==> config.mk <==
export PLATFORM = sky130hd
export DESIGN_NAME = qpt_top
export DESIGN_NICKNAME = d
export VERILOG_FILES = /design/src/include/qpt_pkg.sv /design/src/rtl/qpt_top.sv
export VERILOG_INCLUDE_DIRS = /design/src /design/src/include
export SDC_FILE = /design/constraint.sdc
export NUM_CORES = 1
export LEC_CHECK = 0
export BUFFER_PORTS_ARGS = -buffer_cell sky130_fd_sc_hd__buf_2
export CAP_MARGIN = 20
export CELL_PAD_IN_SITES_DETAIL_PLACEMENT = 0
export CELL_PAD_IN_SITES_GLOBAL_PLACEMENT = 1
export CORE_AREA = 3 3 170 172
export DETAILED_ROUTE_END_ITERATION = 6
export DIE_AREA = 0 0 173 175
export GPL_ROUTABILITY_DRIVEN = 0
export PLACE_DENSITY = 0.83
export SETUP_SLACK_MARGIN = 0.05
export SYNTH_ARGS = -nofsm -noshare
export SYNTH_HDL_FRONTEND = slang
export SYNTH_SLANG_ARGS = --single-unit
export TNS_END_PERCENT = 1
==> constraint.sdc <==
create_clock -name mclk_i -period 12.8 [get_ports mclk_i]
set_input_delay 1.92 -clock mclk_i [delete_from_list [all_inputs] [get_ports mclk_i]]
set_output_delay 1.92 -clock mclk_i [all_outputs]
set_load 0.01 [all_outputs]
==> src/include/qpt_cfg.svh <==
// Operation
// - Receive error counter pegs at 0xFFFF
// - False carrier and symbol errors both count
// - Polarity bit 1 passes, 0 inverts
// - Lock-wait delays counting until checker locks
// - Clear-counter bit clears, then self clears
// - Select 11 emits alternating 1010 pattern
// - Select picks PRBS31, PRBS23 or PRBS7
// - Own enables; software reset clears both
// - Low-half read snapshots the upper half
// - Only clear-counter bit clears pattern counter
// - Global reset resets ports, self clears
// - Clock select applies after software reset
// - Global power-down overrides per-port power
// - Strap 001 loads power-down at reset
// - Raw loopback returns undecoded input symbols
// - Disparity check gates symbol error
`ifndef QPT_CFG_SVH
`define QPT_CFG_SVH

// Register offsets
`define QPT_OFS_RX_ERR 8'h15
`define QPT_OFS_CTL 8'h17
`define QPT_OFS_CNT_LO 8'h18
`define QPT_OFS_CNT_HI 8'h19
`define QPT_OFS_GLB 8'h1a
`define QPT_OFS_IRQ_STS 8'h1c
`define QPT_OFS_IRQ_MSK 8'h1d

// Test control field positions
`define QPT_CTL_CHK_POL 7
`define QPT_CTL_GEN_POL 6
`define QPT_CTL_LOCK 5
`define QPT_CTL_CLR 4
`define QPT_CTL_SEL_HI 3
`define QPT_CTL_SEL_LO 2
`define QPT_CTL_CHK_EN 1
`define QPT_CTL_GEN_EN 0

// Global control field positions
`define QPT_GLB_RST 15
`define QPT_GLB_REF_SEL 14
`define QPT_GLB_RX_POL 13
`define QPT_GLB_TX_POL 12
`define QPT_GLB_PD 11
`define QPT_GLB_LPBK 9
`define QPT_GLB_DISP 3

// Reset values and strap
`define QPT_CTL_RST 16'h0000
`define QPT_GLB_RST_VAL 16'h3002
`define QPT_PD_STRAP 3'h1
`define QPT_HIST_SEED 31'h7fff_ffff

// Timing counts: reset in clock cycles, lock in clean received symbols
`define QPT_RST_CYC 8'h10
`define QPT_LOCK_SYMS 4'h4

// Interrupt status bit positions
`define QPT_IRQ_RX_ERR 0
`define QPT_IRQ_PAT_ERR 1
`define QPT_IRQ_LOCK 2
`define QPT_IRQ_RST_DONE 3

`endif

==> src/include/qpt_pkg.sv <==
package qpt_pkg;

    // Register port request
    typedef struct packed {
        logic [7:0] addr;
        logic [15:0] wdata;
        logic we;
        logic re;
    } qpt_req_s;

    // Global reset sequencer states
    typedef enum logic [1:0] {
        QPT_IDLE = 2'b01,
        QPT_BUSY = 2'b10
    } qpt_rst_e;

    // Result of ten pattern steps
    typedef struct packed {
        logic [30:0] hist;
        logic [9:0] bits;
        logic [3:0] errs;
    } qpt_step_s;

    // Whole state of the block
    typedef struct packed {
        logic [15:0] ctl;
        logic [15:0] glb;
        logic clr;
        logic [15:0] rx_cnt;
        logic [31:0] pat_cnt;
        logic [15:0] hi_snap;
        logic [30:0] gen_hist;
        logic [30:0] chk_hist;
        logic locked;
        logic [3:0] clean;
        qpt_rst_e rst_st;
        logic [7:0] rst_cnt;
        logic [3:0] sts;
        logic [3:0] msk;
        logic [15:0] rdata;
        logic [9:0] tx_sym;
        logic rx_err_sym;
        logic port_rst;
        logic [3:0] port_pd;
        logic glb_pd;
        logic ref_sel;
        logic irq;
    } qpt_state_s;

endpackage

==> src/rtl/qpt_top.sv <==
`timescale 1ns/1ns
`include "qpt_cfg.svh"

module qpt_top (
    input wire logic mclk_i,
    input wire logic rst_b_i,
    input wire qpt_pkg::qpt_req_s req_i,
    output logic [15:0] rd_data_o,
    input wire logic [2:0] mode_strap_i,
    input wire logic [9:0] rx_sym_i,
    input wire logic rx_vld_i,
    input wire logic false_carrier_i,
    input wire logic code_err_i,
    input wire logic disp_err_i,
    input wire logic [9:0] tx_sym_i,
    input wire logic [3:0] port_pd_i,
    output logic [9:0] tx_sym_o,
    output logic rx_err_sym_o,
    output logic port_rst_o,
    output logic [3:0] port_pd_o,
    output logic glb_pd_o,
    output logic ref_sel_o,
    output logic irq_o
);
    import qpt_pkg::*;

    ////////////////////////////////////////////////////////////////////
    // Ten steps of the pattern engine, newest bit at hist[0]
    function automatic qpt_step_s pat_step(
        input logic [30:0] h,
        input logic [9:0] din,
        input logic [1:0] sel,
        input logic gen
    );
        qpt_step_s r;
        logic p;
        logic b;
        r = '0;
        for (int i = 9; i >= 0; i--) begin
            case (sel)
                2'b11: p = ~h[0];
                2'b10: p = h[30] ^ h[27];
                2'b01: p = h[22] ^ h[17];
                default: p = h[6] ^ h[5];
            endcase
            b = gen ? p : din[i];
            r.bits[i] = b;
            r.errs = r.errs + {3'b000, b ^ p};
            h = {h[29:0], b};
        end
        r.hist = h;
        return r;
    endfunction

    // Polarity bit 1 passes the symbol, 0 inverts it
    function automatic logic [9:0] pol_fix(
        input logic [9:0] d,
        input logic keep
    );
        return d ^ {10{~keep}};
    endfunction

    ////////////////////////////////////////////////////////////////////
    qpt_state_s s_q;
    qpt_state_s s_d;
    qpt_step_s gen_r;
    qpt_step_s chk_r;
    logic [9:0] rx_line;
    logic [9:0] chk_in;
    logic sym_err;
    logic rx_evt;
    logic pat_evt;
    logic lock_evt;
    logic done_evt;
    logic cnt_run;
    logic [32:0] sum;
    logic [3:0] evt;
    logic [1:0] sel;

    // Pattern engines and line polarity
    always_comb begin
        sel = s_q.ctl[`QPT_CTL_SEL_HI:`QPT_CTL_SEL_LO];
        rx_line = pol_fix(rx_sym_i, s_q.glb[`QPT_GLB_RX_POL]);
        chk_in = pol_fix(rx_line, s_q.ctl[`QPT_CTL_CHK_POL]);
        gen_r = pat_step(s_q.gen_hist, 10'h000, sel, 1'b1);
        chk_r = pat_step(s_q.chk_hist, chk_in, sel, 1'b0);
    end

    ////////////////////////////////////////////////////////////////////
    // Next state of the whole block
    always_comb begin
        s_d = s_q;
        s_d.rdata = 16'h0000;
        s_d.clr = 1'b0;
        lock_evt = 1'b0;
        done_evt = 1'b0;
        pat_evt = 1'b0;
        sum = 33'h0_0000_0000;

        // Symbol error with optional disparity check
        sym_err = code_err_i
            | (disp_err_i & s_q.glb[`QPT_GLB_DISP]);
        rx_evt = false_carrier_i | sym_err;
        s_d.rx_err_sym = sym_err;
        if (rx_evt && s_q.rx_cnt != 16'hffff) begin
            s_d.rx_cnt = s_q.rx_cnt + 16'h0001;
        end

        // Generator advances only while enabled
        if (s_q.ctl[`QPT_CTL_GEN_EN]) begin
            s_d.gen_hist = gen_r.hist;
        end

        // Checker, lock tracking and error count
        cnt_run = s_q.ctl[`QPT_CTL_CHK_EN]
            && (!s_q.ctl[`QPT_CTL_LOCK] || s_q.locked);
        if (!s_q.ctl[`QPT_CTL_CHK_EN]) begin
            s_d.locked = 1'b0;
            s_d.clean = 4'h0;
        end else if (rx_vld_i) begin
            s_d.chk_hist = chk_r.hist;
            if (chk_r.errs != 4'h0) begin
                s_d.clean = 4'h0;
                pat_evt = 1'b1;
            end else if (!s_q.locked) begin
                s_d.clean = s_q.clean + 4'h1;
                if (s_q.clean + 4'h1 >= `QPT_LOCK_SYMS) begin
                    s_d.locked = 1'b1;
                    lock_evt = 1'b1;
                end
            end
            if (cnt_run) begin
                sum = {1'b0, s_q.pat_cnt} + {29'h0, chk_r.errs};
                s_d.pat_cnt = sum[32] ? 32'hffff_ffff
                    : sum[31:0];
            end
        end
        if (s_q.clr) begin
            s_d.pat_cnt = 32'h0000_0000;
            s_d.hi_snap = 16'h0000;
            s_d.locked = 1'b0;
            s_d.clean = 4'h0;
        end

        // Register reads
        if (req_i.re) begin
            case (req_i.addr)
                `QPT_OFS_RX_ERR: s_d.rdata = s_q.rx_cnt;
                `QPT_OFS_CTL: begin
                    s_d.rdata = s_q.ctl;
                    s_d.rdata[`QPT_CTL_CLR] = s_q.clr;
                end
                `QPT_OFS_CNT_LO: begin
                    s_d.rdata = s_q.pat_cnt[15:0];
                    if (!s_q.clr) begin
                        s_d.hi_snap = s_q.pat_cnt[31:16];
                    end
                end
                `QPT_OFS_CNT_HI: s_d.rdata = s_q.hi_snap;
                `QPT_OFS_GLB: begin
                    s_d.rdata = s_q.glb;
                    s_d.rdata[`QPT_GLB_RST] = s_q.rst_st == QPT_BUSY;
                end
                `QPT_OFS_IRQ_STS: s_d.rdata = {12'h000, s_q.sts};
                `QPT_OFS_IRQ_MSK: s_d.rdata = {12'h000, s_q.msk};
                default: s_d.rdata = 16'h0000;
            endcase
        end

        // Register writes
        if (req_i.we) begin
            case (req_i.addr)
                `QPT_OFS_CTL: begin
                    s_d.ctl = req_i.wdata;
                    s_d.ctl[`QPT_CTL_CLR] = 1'b0;
                    s_d.clr = req_i.wdata[`QPT_CTL_CLR];
                end
                `QPT_OFS_GLB: begin
                    s_d.glb = req_i.wdata;
                    s_d.glb[`QPT_GLB_RST] = 1'b0;
                end
                `QPT_OFS_IRQ_MSK: s_d.msk = req_i.wdata[3:0];
                default: ;
            endcase
        end

        // Global reset sequencer
        case (s_q.rst_st)
            QPT_IDLE: begin
                if (req_i.we && req_i.addr == `QPT_OFS_GLB
                    && req_i.wdata[`QPT_GLB_RST]) begin
                    s_d.rst_st = QPT_BUSY;
                    s_d.rst_cnt = `QPT_RST_CYC;
                    s_d.ctl[`QPT_CTL_CHK_EN] = 1'b0;
                    s_d.ctl[`QPT_CTL_GEN_EN] = 1'b0;
                    s_d.clr = 1'b0;
                    s_d.glb[`QPT_GLB_LPBK] = 1'b0;
                    s_d.ref_sel = s_d.glb[`QPT_GLB_REF_SEL];
                end
            end
            QPT_BUSY: begin
                s_d.rst_cnt = s_q.rst_cnt - 8'h01;
                if (s_q.rst_cnt == 8'h01) begin
                    s_d.rst_st = QPT_IDLE;
                    done_evt = 1'b1;
                end
            end
            default: s_d.rst_st = QPT_IDLE;
        endcase
        s_d.port_rst = s_d.rst_st == QPT_BUSY;

        // Power control
        s_d.glb_pd = s_d.glb[`QPT_GLB_PD];
        s_d.port_pd = s_d.glb[`QPT_GLB_PD] ? 4'hf
            : port_pd_i;

        // Transmit symbol selection
        if (s_q.glb[`QPT_GLB_LPBK]) begin
            s_d.tx_sym = rx_line;
        end else if (s_q.ctl[`QPT_CTL_GEN_EN]) begin
            s_d.tx_sym = pol_fix(gen_r.bits,
                s_q.ctl[`QPT_CTL_GEN_POL]);
        end else begin
            s_d.tx_sym = tx_sym_i;
        end
        s_d.tx_sym = pol_fix(s_d.tx_sym,
            s_q.glb[`QPT_GLB_TX_POL]);

        // Interrupt status, set wins over write-one clear
        evt = 4'h0;
        evt[`QPT_IRQ_RX_ERR] = rx_evt;
        evt[`QPT_IRQ_PAT_ERR] = pat_evt;
        evt[`QPT_IRQ_LOCK] = lock_evt;
        evt[`QPT_IRQ_RST_DONE] = done_evt;
        if (req_i.we && req_i.addr == `QPT_OFS_IRQ_STS) begin
            s_d.sts = s_q.sts & ~req_i.wdata[3:0];
        end
        s_d.sts = s_d.sts | evt;
        s_d.irq = |(s_d.sts & s_d.msk);
    end

    ////////////////////////////////////////////////////////////////////
    // State register with hardware reset and power strap
    always_ff @(posedge mclk_i) begin
        if (!rst_b_i) begin
            s_q <= '0;
            s_q.ctl <= `QPT_CTL_RST;
            s_q.glb <= `QPT_GLB_RST_VAL;
            s_q.glb[`QPT_GLB_PD] <= mode_strap_i == `QPT_PD_STRAP;
            s_q.glb_pd <= mode_strap_i == `QPT_PD_STRAP;
            s_q.port_pd <= {4{mode_strap_i == `QPT_PD_STRAP}};
            s_q.gen_hist <= `QPT_HIST_SEED;
            s_q.chk_hist <= `QPT_HIST_SEED;
            s_q.rst_st <= QPT_IDLE;
        end else begin
            s_q <= s_d;
        end
    end

    // Outputs straight from the state register
    assign rd_data_o = s_q.rdata;
    assign tx_sym_o = s_q.tx_sym;
    assign rx_err_sym_o = s_q.rx_err_sym;
    assign port_rst_o = s_q.port_rst;
    assign port_pd_o = s_q.port_pd;
    assign glb_pd_o = s_q.glb_pd;
    assign ref_sel_o = s_q.ref_sel;
    assign irq_o = s_q.irq;

endmodule

# ---- Word level (Yosys, flattened, before mapping)
# Index checks and enable logic that the tools add are counted.
dict set report word_totals {
  register_bits 215
  input_bits 59
  out_inout_bits 35
}
dict set report op_classes {
  add_sub_neg 13
  n_lt_le_gt_ge 1
  n_eq_ne 18
  n_mux 72
  bitwise_logic 108
  n_reduce_logical 21
}
# operator n
set op_table {}
lappend op_table {{$mux W197} 1}
lappend op_table {{$mux W32} 4}
lappend op_table {{$pmux W16 S7} 1}
lappend op_table {{$mux W16} 5}
lappend op_table {{$xor A1 B1 Y1} 70}
lappend op_table {{$mux W31} 2}
lappend op_table {{$pmux W1 S3} 20}
lappend op_table {{$eq A8 B5 Y1 const B} 7}
lappend op_table {{$mux W48} 1}
lappend op_table {{$xor A10 B10 Y10} 4}
lappend op_table {{$mux W36} 1}
lappend op_table {{$add A32 B4 Y33} 1}
lappend op_table {{$mux W10} 3}
lappend op_table {{$not A1 Y1} 27}
lappend op_table {{$add A4 B1 Y4} 6}
lappend op_table {{$mux W4} 5}
lappend op_table {{$mux W19} 1}
lappend op_table {{$mux W1} 18}
lappend op_table {{$add A16 B1 Y16 const B} 1}
lappend op_table {{$ne A16 B16 Y1 const B} 1}
lappend op_table {{$pmux W8 S2} 1}
lappend op_table {{$reduce_and A2 Y1} 8}
lappend op_table {{$mux W15} 1}
lappend op_table {{$mux W5} 3}
lappend op_table {{other kinds (28)} 41}

# ---- Longest topological paths before layout
# Gate-level depths: netlist of run 1.
dict set report logic_depth {
  word_depth 25
  mapped_depth 23
  ltp_nobuf 20
}

# ---- Least setup slack after synthesis of run 1
# OpenSTA, ideal clock, no wires.
dict set report synth_path {
  kind {input port to flip-flop}
  startpoint {input port rx_sym_i[7]}
  endpoint {register s_q[140] in the netlist's numbering}
  t_arrival_ps 6637
  path_slack_ps 6030
  path_stages 17
  path_buffers 2
  cell_sequence {xnor2_1 -> mux4_2 -> xor2_1 -> fa_1 -> fa_1 -> fa_1 -> inv_1 -> ha_1 -> fa_1 -> fa_1 -> a21o_1 -> a21o_1 -> nand4_2 -> or3_1 -> clkbuf_1 -> clkbuf_1 -> a21oi_1}
}
dict set report synth_between {
  elab_chain_cells 14
  word_cells_on_any_way 22
  cone_classes {add/sub (9); mux (4); bitwise (9)}
}
# element line_no
set synth_rtl {}
lappend synth_rtl {{start, declared} qpt_top.sv:10} ;# input wire logic [9:0] rx_sym_i,
lappend synth_rtl {{$xor A10 B10 Y10 * (2 in series)} qpt_top.sv:60} ;# return d ^ {10{~keep}};
lappend synth_rtl {{branches (longest 9 deep; another with $add A3 B1 Y4)} n/a}
lappend synth_rtl {{$add A4 B1 Y4 *} qpt_top.sv:48} ;# r.errs = r.errs + {3'b000, b ^ p};
lappend synth_rtl {{$add A32 B4 Y33 *} qpt_top.sv:133} ;# sum = {1'b0, s_q.pat_cnt} + {29'h0, chk_r.errs};
lappend synth_rtl {{$mux W32 *} qpt_top.sv:134} ;# s_d.pat_cnt = sum[32] ? 32'hffff_ffff
lappend synth_rtl {{end, declared} qpt_top.sv:64} ;# qpt_state_s s_q;
# Mark *: on every way between the ends.
# A chain may end at the register's enable or synchronous reset.

# ---- Worst setup path in the final report of run 1
dict set report layout_path {
  startpoint {register s_q[198] in the netlist's numbering}
  endpoint {register s_q[167] in the netlist's numbering}
}
dict set report layout_between {
  elab_chain_cells 17
  word_cells_on_any_way 46
  cone_classes {add/sub (10); mux (10); bitwise (26)}
}
# element line_no
set layout_rtl {}
lappend layout_rtl {{$not A1 Y1 *} qpt_top.sv:60}
lappend layout_rtl {{$xor A10 B10 Y10 * (2 in series)} qpt_top.sv:60}
lappend layout_rtl {{$not A1 Y1} qpt_top.sv:41} ;# 2'b11: p = ~h[0];
lappend layout_rtl {{$pmux W1 S3} qpt_top.sv:40} ;# case (sel)
lappend layout_rtl {{$xor A1 B1 Y1} qpt_top.sv:48}
lappend layout_rtl {{$add A1 B1 Y2} qpt_top.sv:48}
lappend layout_rtl {{$add A2 B1 Y3} qpt_top.sv:48}
lappend layout_rtl {{$add A3 B1 Y4} qpt_top.sv:48}
lappend layout_rtl {{$add A4 B1 Y4 (5 in series)} qpt_top.sv:48}
lappend layout_rtl {{$add A4 B1 Y4 *} qpt_top.sv:48}
lappend layout_rtl {{$add A32 B4 Y33 *} qpt_top.sv:133}
lappend layout_rtl {{$mux W32 *} qpt_top.sv:134}
# Every way passes the cells marked *; elsewhere a longest branch is shown, timed or not.

==> flow_summary.yaml, run 1 <==
pwr:
  power_leakage_uw: 0.00458
  irDropWorstVdd_v: 0.0000854
  powerDensity_nw_per_um2: 126
global_route:
  grtUsageTotal: 0.186
  grt_max_degree: 78
  overflow: 0
  antenna_found_initial: 1
  grt_pass1_vias: 8368
  grt_pass1_wl_mm: 46.0
clock_tree:
  post_cts_resized: 0
  cts_tree: "built"
  clk_latency_ns: 0.52
  root_buffer: "clkbuf_16"
  post_cts_buffers: 0
  cts_buffer_depth: 3
  clkSinkCount: 214
  clk_pin_slew_ns: 0.06
  cts_buffers: 25
  postCtsHoldBufs: 0
  cts_htree_levels: 1
logic_synthesis:
  async_reset_ff_frac: 0
  synth.net_count: 1325
  syn_inst: 1247
  syn_area_sq_um: 11000
  avgSynthCellArea_sq_um: 8.79
  ys_ff_latch: 214
  ys.flop_type: "dfxtp_1"
  yosys_warnings: 0
  seq_area_frac_synth: 0.391
  synth_cell_types: 69
  synth_edf_count: 0
setup_path:
  path_common_cell: "fa_1"
  path_cells: "xor2_2 > xnor2_1 > mux4_2 > xor2_1 > fa_1 > fa_1 > fa_1 > inv_1 > ha_1 > fa_1 > xnor2_1 > ha_1 > a21o_1 > a21o_1 > nand4_2 > or3_1 > and3b_1 > nor2_1"
  critPathLaunchType: "register"
  rrSetupSlack_ns: 5.47
  arrival_ns: 7.78
  cp_max_fo: 25
  cp.required_ns: 13.25
  slowest_stage: "dfxtp_1"
  end_kind: "register"
  critPathMaxStageDelay_ns: 0.88
  cp_num_buf_inv: 1
  path_class: "register to register"
  crit_family: "adder cells"
place:
  placedCellCount: 1621
  port_buffers: 93
  dpl.hpwl_mm: 20.9
floorplanning:
  pin_count: 94
  dieArea_sq_um: 30300
  die_w_um: 173
  initial_core_util: 0.397
  die_y_um: 175
  rows: 61
  core_area_sq_um: 27600
final_layout:
  fin_cells: 1667
  fin_nets: 1348
  syn_to_final_growth_pct: 12.0
  utilization: 0.444
  drive_gt1_frac: 0.151
timing:
  finalSetupViolations: 0
  rsz0062_at_grt: "false"
  skew_ns: 0.0114
  slew_viol_final: 0
  fmax_ghz: 0.136
  fin_crit_ns: 7.33
  fin_crit_sh: 0.573
  hold_viol_final: 0
  worst_pin_slew_ns: 1.08
  tns_ns: 0
  relSlewSlack: 0.277
hold_path:
  holdCritPathClass: "register to register"
route:
  num_vias: 8983
  drt-total-wl_mm: 29.4
  ant_nets: 0
  drt_iter0_markers: 797
  drc_errors: 0
  wire_per_inst_um: 17.6
  firstDrtPassIters: 5
  via_per_inst: 5.39
status:
  outcome: "completed"
job:
  drv_cap: 0
==> placed cells by master, fill, tap and decap left out, types with 25 or more instances in the layout <==
master | synthesis | layout
a21oi_1 | 85 | 85
a22oi_1 | 34 | 34
buf_2 | 12 | 92
clkbuf_16 | 0 | 25
dfxtp_1 | 214 | 213
mux2i_1 | 51 | 51
nand2_1 | 201 | 201
nand3_1 | 50 | 50
nor2_1 | 91 | 91
o21ai_0 | 25 | 25
xnor2_1 | 95 | 95
xor2_1 | 52 | 52
==> logic make-up after synthesis <==
family                   after synthesis  share of synthesized area
AND/OR/NAND/NOR                      443                      0.188
flip-flops                           214                      0.391
AO/OA/AOI/OAI                        211                      0.125
XOR/XNOR                             148                      0.119
buffers and inverters                133                     0.0580
multiplexers                          79                     0.0928
adder cells (fa/ha/maj)               19                     0.0265
==> final cells by class <==
class                      instances  area, sq um
fill                            2738        15400
multi-input combinational        900         6050
sequential                       214         4290
clock buffer                      34          719
timing repair buffer             103          543
tap                              378          473
clock inverter                    11          105
inverter                          26         97.6
antenna                            1         2.50
==> per-layer routing <==
layer,global-route usage,share of wire
met1,0.258,0.45
met2,0.303,0.47
met3,0.0280,0.062
met4,0.0480,0.021
met5,0,0
==> through the flow <==
stage,area [sq um],power (uW),setup WS (ns),hold slack (ns)
finish,12300,1550,5.47,0.454
detailed placement,11500,847,5.20,0.446
CTS,12300,1560,5.54,0.455
global placement,11500,842,5.31,0.438
global route,12300,1610,5.01,0.470
floorplan,11000,804,6.03,0.431
==> state kept, by name, summed over array words and instances, names as in the netlist <==
signal,count
s_q,138
chk_r,21
rd_data_o,16
gen_r,21
ref_sel_o,1
port_rst_o,1
rx_err_sym_o,1
port_pd_o,4
tx_sym_o,10
irq_o,1
==> cells in the mapped netlist (25+ instances only) <==
cell | count | area (sq um)
nand3_1 | 50 | 250
o21ai_0 | 25 | 125
a21oi_1 | 85 | 425
a22oi_1 | 34 | 255
mux2i_1 | 51 | 510
clkbuf_1 | 54 | 203
nand2_1 | 201 | 754
nor2_1 | 91 | 342
xnor2_1 | 95 | 832
buf_4 | 32 | 240
dfxtp_1 | 214 | 4280
xor2_1 | 52 | 455
inv_1 | 25 | 93.8
==> worst paths after layout <==
| check | startpoint | endpoint | cells past startpoint |
|---|---|---|---|
| setup / recovery | s_q[198]$_SDFFE_PN1P_ | s_q[167]$_SDFFE_PP0P_ | 18 |
| hold / removal | s_q[209]$_SDFFE_PN0P_ | s_q[209]$_SDFFE_PN0P_ | 2 |
| setup reg to reg | s_q[198]$_SDFFE_PN1P_ | s_q[167]$_SDFFE_PP0P_ | 18 |
| hold reg to reg | s_q[209]$_SDFFE_PN0P_ | s_q[209]$_SDFFE_PN0P_ | 2 |
==> power by group <==
part	switching (uW)	internal, uW	total [uW]
Sequential	5.27	673	678
Clock	282	431	714
Combinational	92.5	61.9	154
Total	380	1170	1550
==> worst reg2reg max path: cells and delay by family, from the launching register on <==
family / cells / cell delay (ns)
fa+ha+maj: 6 / 2.45
simple gates: 4 / 1.57
xor+xnor: 4 / 1.42
flops: 1 / 0.88
mux: 1 / 0.53
compound gates: 2 / 0.36
buf+inv: 1 / 0.04
Note: power is estimated with default switching activity, not from simulation.
==> inputs of run 2 (changes only) <==
Settings changed: PLACE_DENSITY 0.83 to 0.85.
Clock period 12.8 ns to 6 ns, I/O delays scaled along.
==> flow_summary.yaml, run 2 (synthesized netlist as in run 1, its figures left out) <==
clock_tree:
  postCtsHoldBufs: 0
  clkSinkCount: 214
  root_buffer: "clkbuf_16"
  clk_pin_slew_ns: 0.06
  cts_buffers: 24
  cts_tree: "built"
  post_cts_resized: 0
  cts_buffer_depth: 3
  clk_latency_ns: 0.51
  post_cts_buffers: 0
  cts_htree_levels: 1
hold_path:
  min_from: "s_q[212]$_SDFFE_PN0P_"
  whs_path_depth: 2
  holdCritPathClass: "register to register"
  hold_path_end: "s_q[212]$_SDFFE_PN0P_"
timing:
  skew_ns: 0.0112
  hold_viol_final: 0
  fin_crit_ns: 5.68
  worst_pin_slew_ns: 1.08
  fin_crit_sh: 0.947
  tns_ns: 0
  rsz0062_at_grt: "false"
  finalSetupViolations: 0
  fmax_ghz: 0.176
  slew_viol_final: 0
  timing.hold.ws_ns: 0.455
  relSlewSlack: 0.282
final_layout:
  layout_common_cells: "dfxtp_1, nand2_1, xnor2_1, buf_2, nor2_1"
  multi_input_area_sq_um: 6050
  largest_register_ffs: 138
  drive_gt1_frac: 0.158
  fin_nets: 1362
  final_common_cell: "dfxtp_1"
  seqCellArea_sq_um: 4290
  largest_register: "s_q"
  postLayoutCellArea_sq_um: 12400
  syn_to_final_growth_pct: 13.0
  num_antenna_cells: 0
  fill_cells: 2739
setup_path:
  r2r_start: "s_q[208]$_SDFFE_PN0P_"
  rrSetupSlack_ns: 0.32
  cp_max_fo: 15
  path_class: "register to register"
  reg2regPathDepth: 19
  critPathLaunchType: "register"
  rr_endpoint: "s_q[159]$_SDFFE_PP0P_"
  end_kind: "register"
  arrival_ns: 6.12
  cp.required_ns: 6.44
floorplanning:
  dieArea_sq_um: 30300
  initial_core_util: 0.397
  rows: 61
  die_y_um: 175
  die_w_um: 173
  core_area_sq_um: 27600
  pin_count: 94
global_route:
  overflow: 0
  antenna_found_initial: 1
  grtUsageTotal: 0.187
  grt_max_degree: 59
  grt_pass1_wl_mm: 46.3
  grt_pass1_vias: 8462
pwr:
  irDropWorstVdd_v: 0.000173
  powerDensity_nw_per_um2: 266
  power_leakage_uw: 0.00464
place:
  placed_area_sq_um: 11600
  port_buffers: 93
  dpl.hpwl_mm: 21.0
route:
  firstDrtPassIters: 5
  num_vias: 8994
  via_per_inst: 5.36
  wire_per_inst_um: 17.5
  drc_errors: 0
  drt_iter0_markers: 852
  drt-total-wl_mm: 29.3
  ant_nets: 0
status:
  outcome: "completed"
job:
  drv_cap: 0
==> run 2: metrics by stage <==
stage,power (uW),util,setup WS [ns],std cells
floorplan,1720,-,0.250,1247
global placement,1800,0.418,0.176,1635
detailed placement,1810,0.418,0.0798,1635
CTS,3340,0.448,0.336,1678
global route,3430,0.449,0.0735,1679
finish,3300,0.449,0.319,1679
==> run 2: layout make-up <==
| cell class | count | share of cell area |
|---|---|---|
| sequential | 214 | 0.346 |
| clock inverter | 13 | 0.0122 |
| multi-input combinational | 900 | 0.488 |
| inverter | 26 | 0.00787 |
| clock buffer | 30 | 0.0536 |
| timing repair buffer | 118 | 0.0547 |
| tap | 378 | 0.0382 |
==> run 2: worst max path at each step <==
stage	from	to	slack, ns	depth (start not counted)
floorplan	rx_sym_i[7]	s_q[140]$_SDFFE_PP0P_	0.25	17
global placement	rx_sym_i[7]	s_q[161]$_SDFFE_PP0P_	0.18	18
detailed placement	rx_sym_i[7]	s_q[159]$_SDFFE_PP0P_	0.08	18
CTS	s_q[208]$_SDFFE_PN0P_	s_q[159]$_SDFFE_PP0P_	0.34	19
global route	s_q[208]$_SDFFE_PN0P_	s_q[157]$_SDFFE_PP0P_	0.07	22
finish	s_q[208]$_SDFFE_PN0P_	s_q[159]$_SDFFE_PP0P_	0.32	19
==> run 2: report_power, final <==
group	switching [uW]	total, uW	internal [uW]	leakage [uW]
logic	204	342	138	0.00251
registers	10.8	1450	1430	0.00173
clock network	600	1520	915	0.000397
==> run 2: worst max-delay path, cell delays in order (launching register included) <==
cell,delay [ns]
dfxtp_1,0.42
xor2_2,0.23
buf_12,0.20
xnor2_1,0.09
mux4_2,0.49
xor2_1,0.21
fa_1,0.47
fa_1,0.52
fa_1,0.55
inv_1,0.04
ha_1,0.21
fa_1,0.38
xnor2_1,0.16
ha_1,0.35
a21o_1,0.14
a21o_1,0.15
nand4_2,0.18
or3_1,0.48
buf_4,0.19
a31oi_1,0.16
==> run 2: metal layers <==
| metal | up-vias | part of all wire | GRT usage |
|---|---|---|---|
| met5 | - | 0 | 0 |
| met4 | 0 | 0.022 | 0.0476 |
| met3 | 49 | 0.066 | 0.0339 |
| met2 | 292 | 0.46 | 0.299 |
| met1 | 4289 | 0.45 | 0.264 |
| li1 | 4364 | - | - |
==> inputs of run 3 (changes only) <==
Settings changed: CORE_AREA 3 3 170 172 to 3 3 218 135, DIE_AREA 0 0 173 175 to 0 0 221 138.
==> flow_summary.yaml, run 3 (synthesized netlist as in run 1, its figures left out) <==
pwr:
  powerDensity_nw_per_um2: 268
  power_leakage_uw: 0.00465
  irDropWorstVdd_v: 0.000250
  p_total_uw: 3320
hold_path:
  hold_path_end: "s_q[199]$_SDFF_PN0_"
  min_from: "s_q[199]$_SDFF_PN0_"
  holdCritPathClass: "register to register"
  whs_path_depth: 2
clock_tree:
  cts_tree: "built"
  clk_latency_ns: 0.52
  root_buffer: "clkbuf_16"
  clkSinkCount: 214
  post_cts_buffers: 0
  cts_htree_levels: 1
  postCtsHoldBufs: 0
  post_cts_resized: 0
  clk_pin_slew_ns: 0.06
  cts_buffer_depth: 3
  cts_buffers: 23
global_route:
  grtUsageTotal: 0.195
  overflow: 0
  grt_max_degree: 58
  antenna_found_initial: 2
  grt_pass1_wl_mm: 48.5
  grt_pass1_vias: 8428
final_layout:
  fin_nets: 1364
  largest_register_ffs: 138
  largest_register: "s_q"
  layout_common_cells: "dfxtp_1, nand2_1, xnor2_1, buf_2, nor2_1"
  final_common_cell: "dfxtp_1"
  fill_cells: 2678
  seqCellArea_sq_um: 4290
  drive_gt1_frac: 0.158
  syn_to_final_growth_pct: 13.0
  multi_input_area_sq_um: 6050
floorplanning:
  die_w_um: 221
  pin_count: 94
  dieArea_sq_um: 30500
  rows: 47
  initial_core_util: 0.400
  die_y_um: 138
  core_area_sq_um: 27400
route:
  ant_nets: 0
  dr_wl_met3_mm: 2.37
  highest_layer: "met5"
  drt_iter0_markers: 911
  num_vias: 9006
  wl_met2_mm: 12.1
  drt-total-wl_mm: 30.6
  firstDrtPassIters: 6
  via_per_inst: 5.40
  m1WireLength_mm: 15.6
  wire_per_inst_um: 18.3
  drc_errors: 0
setup_path:
  slowest_stage: "fa_1"
  rrSetupSlack_ns: 0.32
  arrival_ns: 6.13
  end_kind: "register"
  critPathMaxStageDelay_ns: 0.56
  crit_path_start: "s_q[208]$_SDFFE_PN0P_"
  path_common_cell: "fa_1"
  path_cells: "xor2_2 > buf_12 > xnor2_1 > mux4_2 > xor2_1 > fa_1 > fa_1 > fa_1 > inv_1 > ha_1 > fa_1 > xnor2_1 > ha_1 > a21o_1 > a21o_1 > nand4_2 > or3_1 > buf_4 > and3b_1 > nor2_1"
  reg2regPathDepth: 20
  rr_endpoint: "s_q[167]$_SDFFE_PP0P_"
  critPathLaunchType: "register"
  crit_family: "adder cells"
  cp_max_fo: 15
  cp.required_ns: 6.45
  r2r_start: "s_q[208]$_SDFFE_PN0P_"
  cp_num_buf_inv: 3
  path_class: "register to register"
place:
  dpl.hpwl_mm: 22.4
  port_buffers: 93
timing:
  fmax_ghz: 0.176
  fin_crit_sh: 0.947
  relSlewSlack: 0.316
  rsz0062_at_grt: "true"
  finalSetupViolations: 0
  slew_viol_final: 0
  hold_viol_final: 0
  fin_crit_ns: 5.68
  tns_ns: 0
  worst_pin_slew_ns: 1.03
  skew_ns: 0.0119
job:
  drv_cap: 0
status:
  outcome: "completed"
run 3: per-stage QoR:
| step | area, sq um | util | hold slack [ns] | setup slack, ns | cells |
|---|---|---|---|---|---|
| CTS | 12400 | 0.452 | 0.455 | 0.289 | 1666 |
| detailed placement | 11600 | 0.423 | 0.449 | 0.0144 | 1628 |
| global route | 12400 | 0.452 | 0.477 | 0.0299 | 1667 |
| floorplan | 11000 | - | 0.431 | 0.250 | 1247 |
| finish | 12400 | 0.452 | 0.453 | 0.317 | 1667 |
| global placement | 11600 | 0.423 | 0.438 | 0.161 | 1628 |
run 3: worst max path at each step:
stage                                       end  slack (ns)  cells after the start
after floorplan           s_q[140]$_SDFFE_PP0P_        0.25                     17
after global placement    s_q[167]$_SDFFE_PP0P_        0.16                     19
after detailed placement  s_q[167]$_SDFFE_PP0P_        0.01                     18
after CTS                 s_q[167]$_SDFFE_PP0P_        0.29                     19
after global routing      s_q[149]$_SDFFE_PP0P_        0.03                     19
final                     s_q[167]$_SDFFE_PP0P_        0.32                     20
run 3: area by class of cell:
type,count,area share
multi-input cells,900,0.488
flip-flops and latches,214,0.346
repair buffers,121,0.0557
clock buffers,29,0.0507
well taps,367,0.0371
clock inverters,9,0.0142
inverters,26,0.00788
diodes,1,0.000202
run 3: layer usage:
| metal | track usage | vias to the layer above |
|---|---|---|
| met5 | 0 | - |
| met4 | 0.0335 | 2 |
| met3 | 0.0451 | 35 |
| met2 | 0.270 | 296 |
| met1 | 0.308 | 4313 |
| li1 | - | 4360 |
run 3: power breakdown:
part           switching [uW]  leakage [uW]  internal (uW)
sequential               12.1       0.00173           1430
combinational             207       0.00253            137
clock                     579      0.000391            952
run 3: worst reg2reg max path, stage by stage (launching register included):
cell	delay, ns
dfxtp_1	0.39
xor2_2	0.19
buf_12	0.19
xnor2_1	0.13
mux4_2	0.51
xor2_1	0.22
fa_1	0.47
fa_1	0.54
fa_1	0.56
inv_1	0.04
ha_1	0.21
fa_1	0.38
xnor2_1	0.16
ha_1	0.35
a21o_1	0.13
a21o_1	0.16
nand4_2	0.13
or3_1	0.41
buf_4	0.20
and3b_1	0.18
nor2_1	0.09
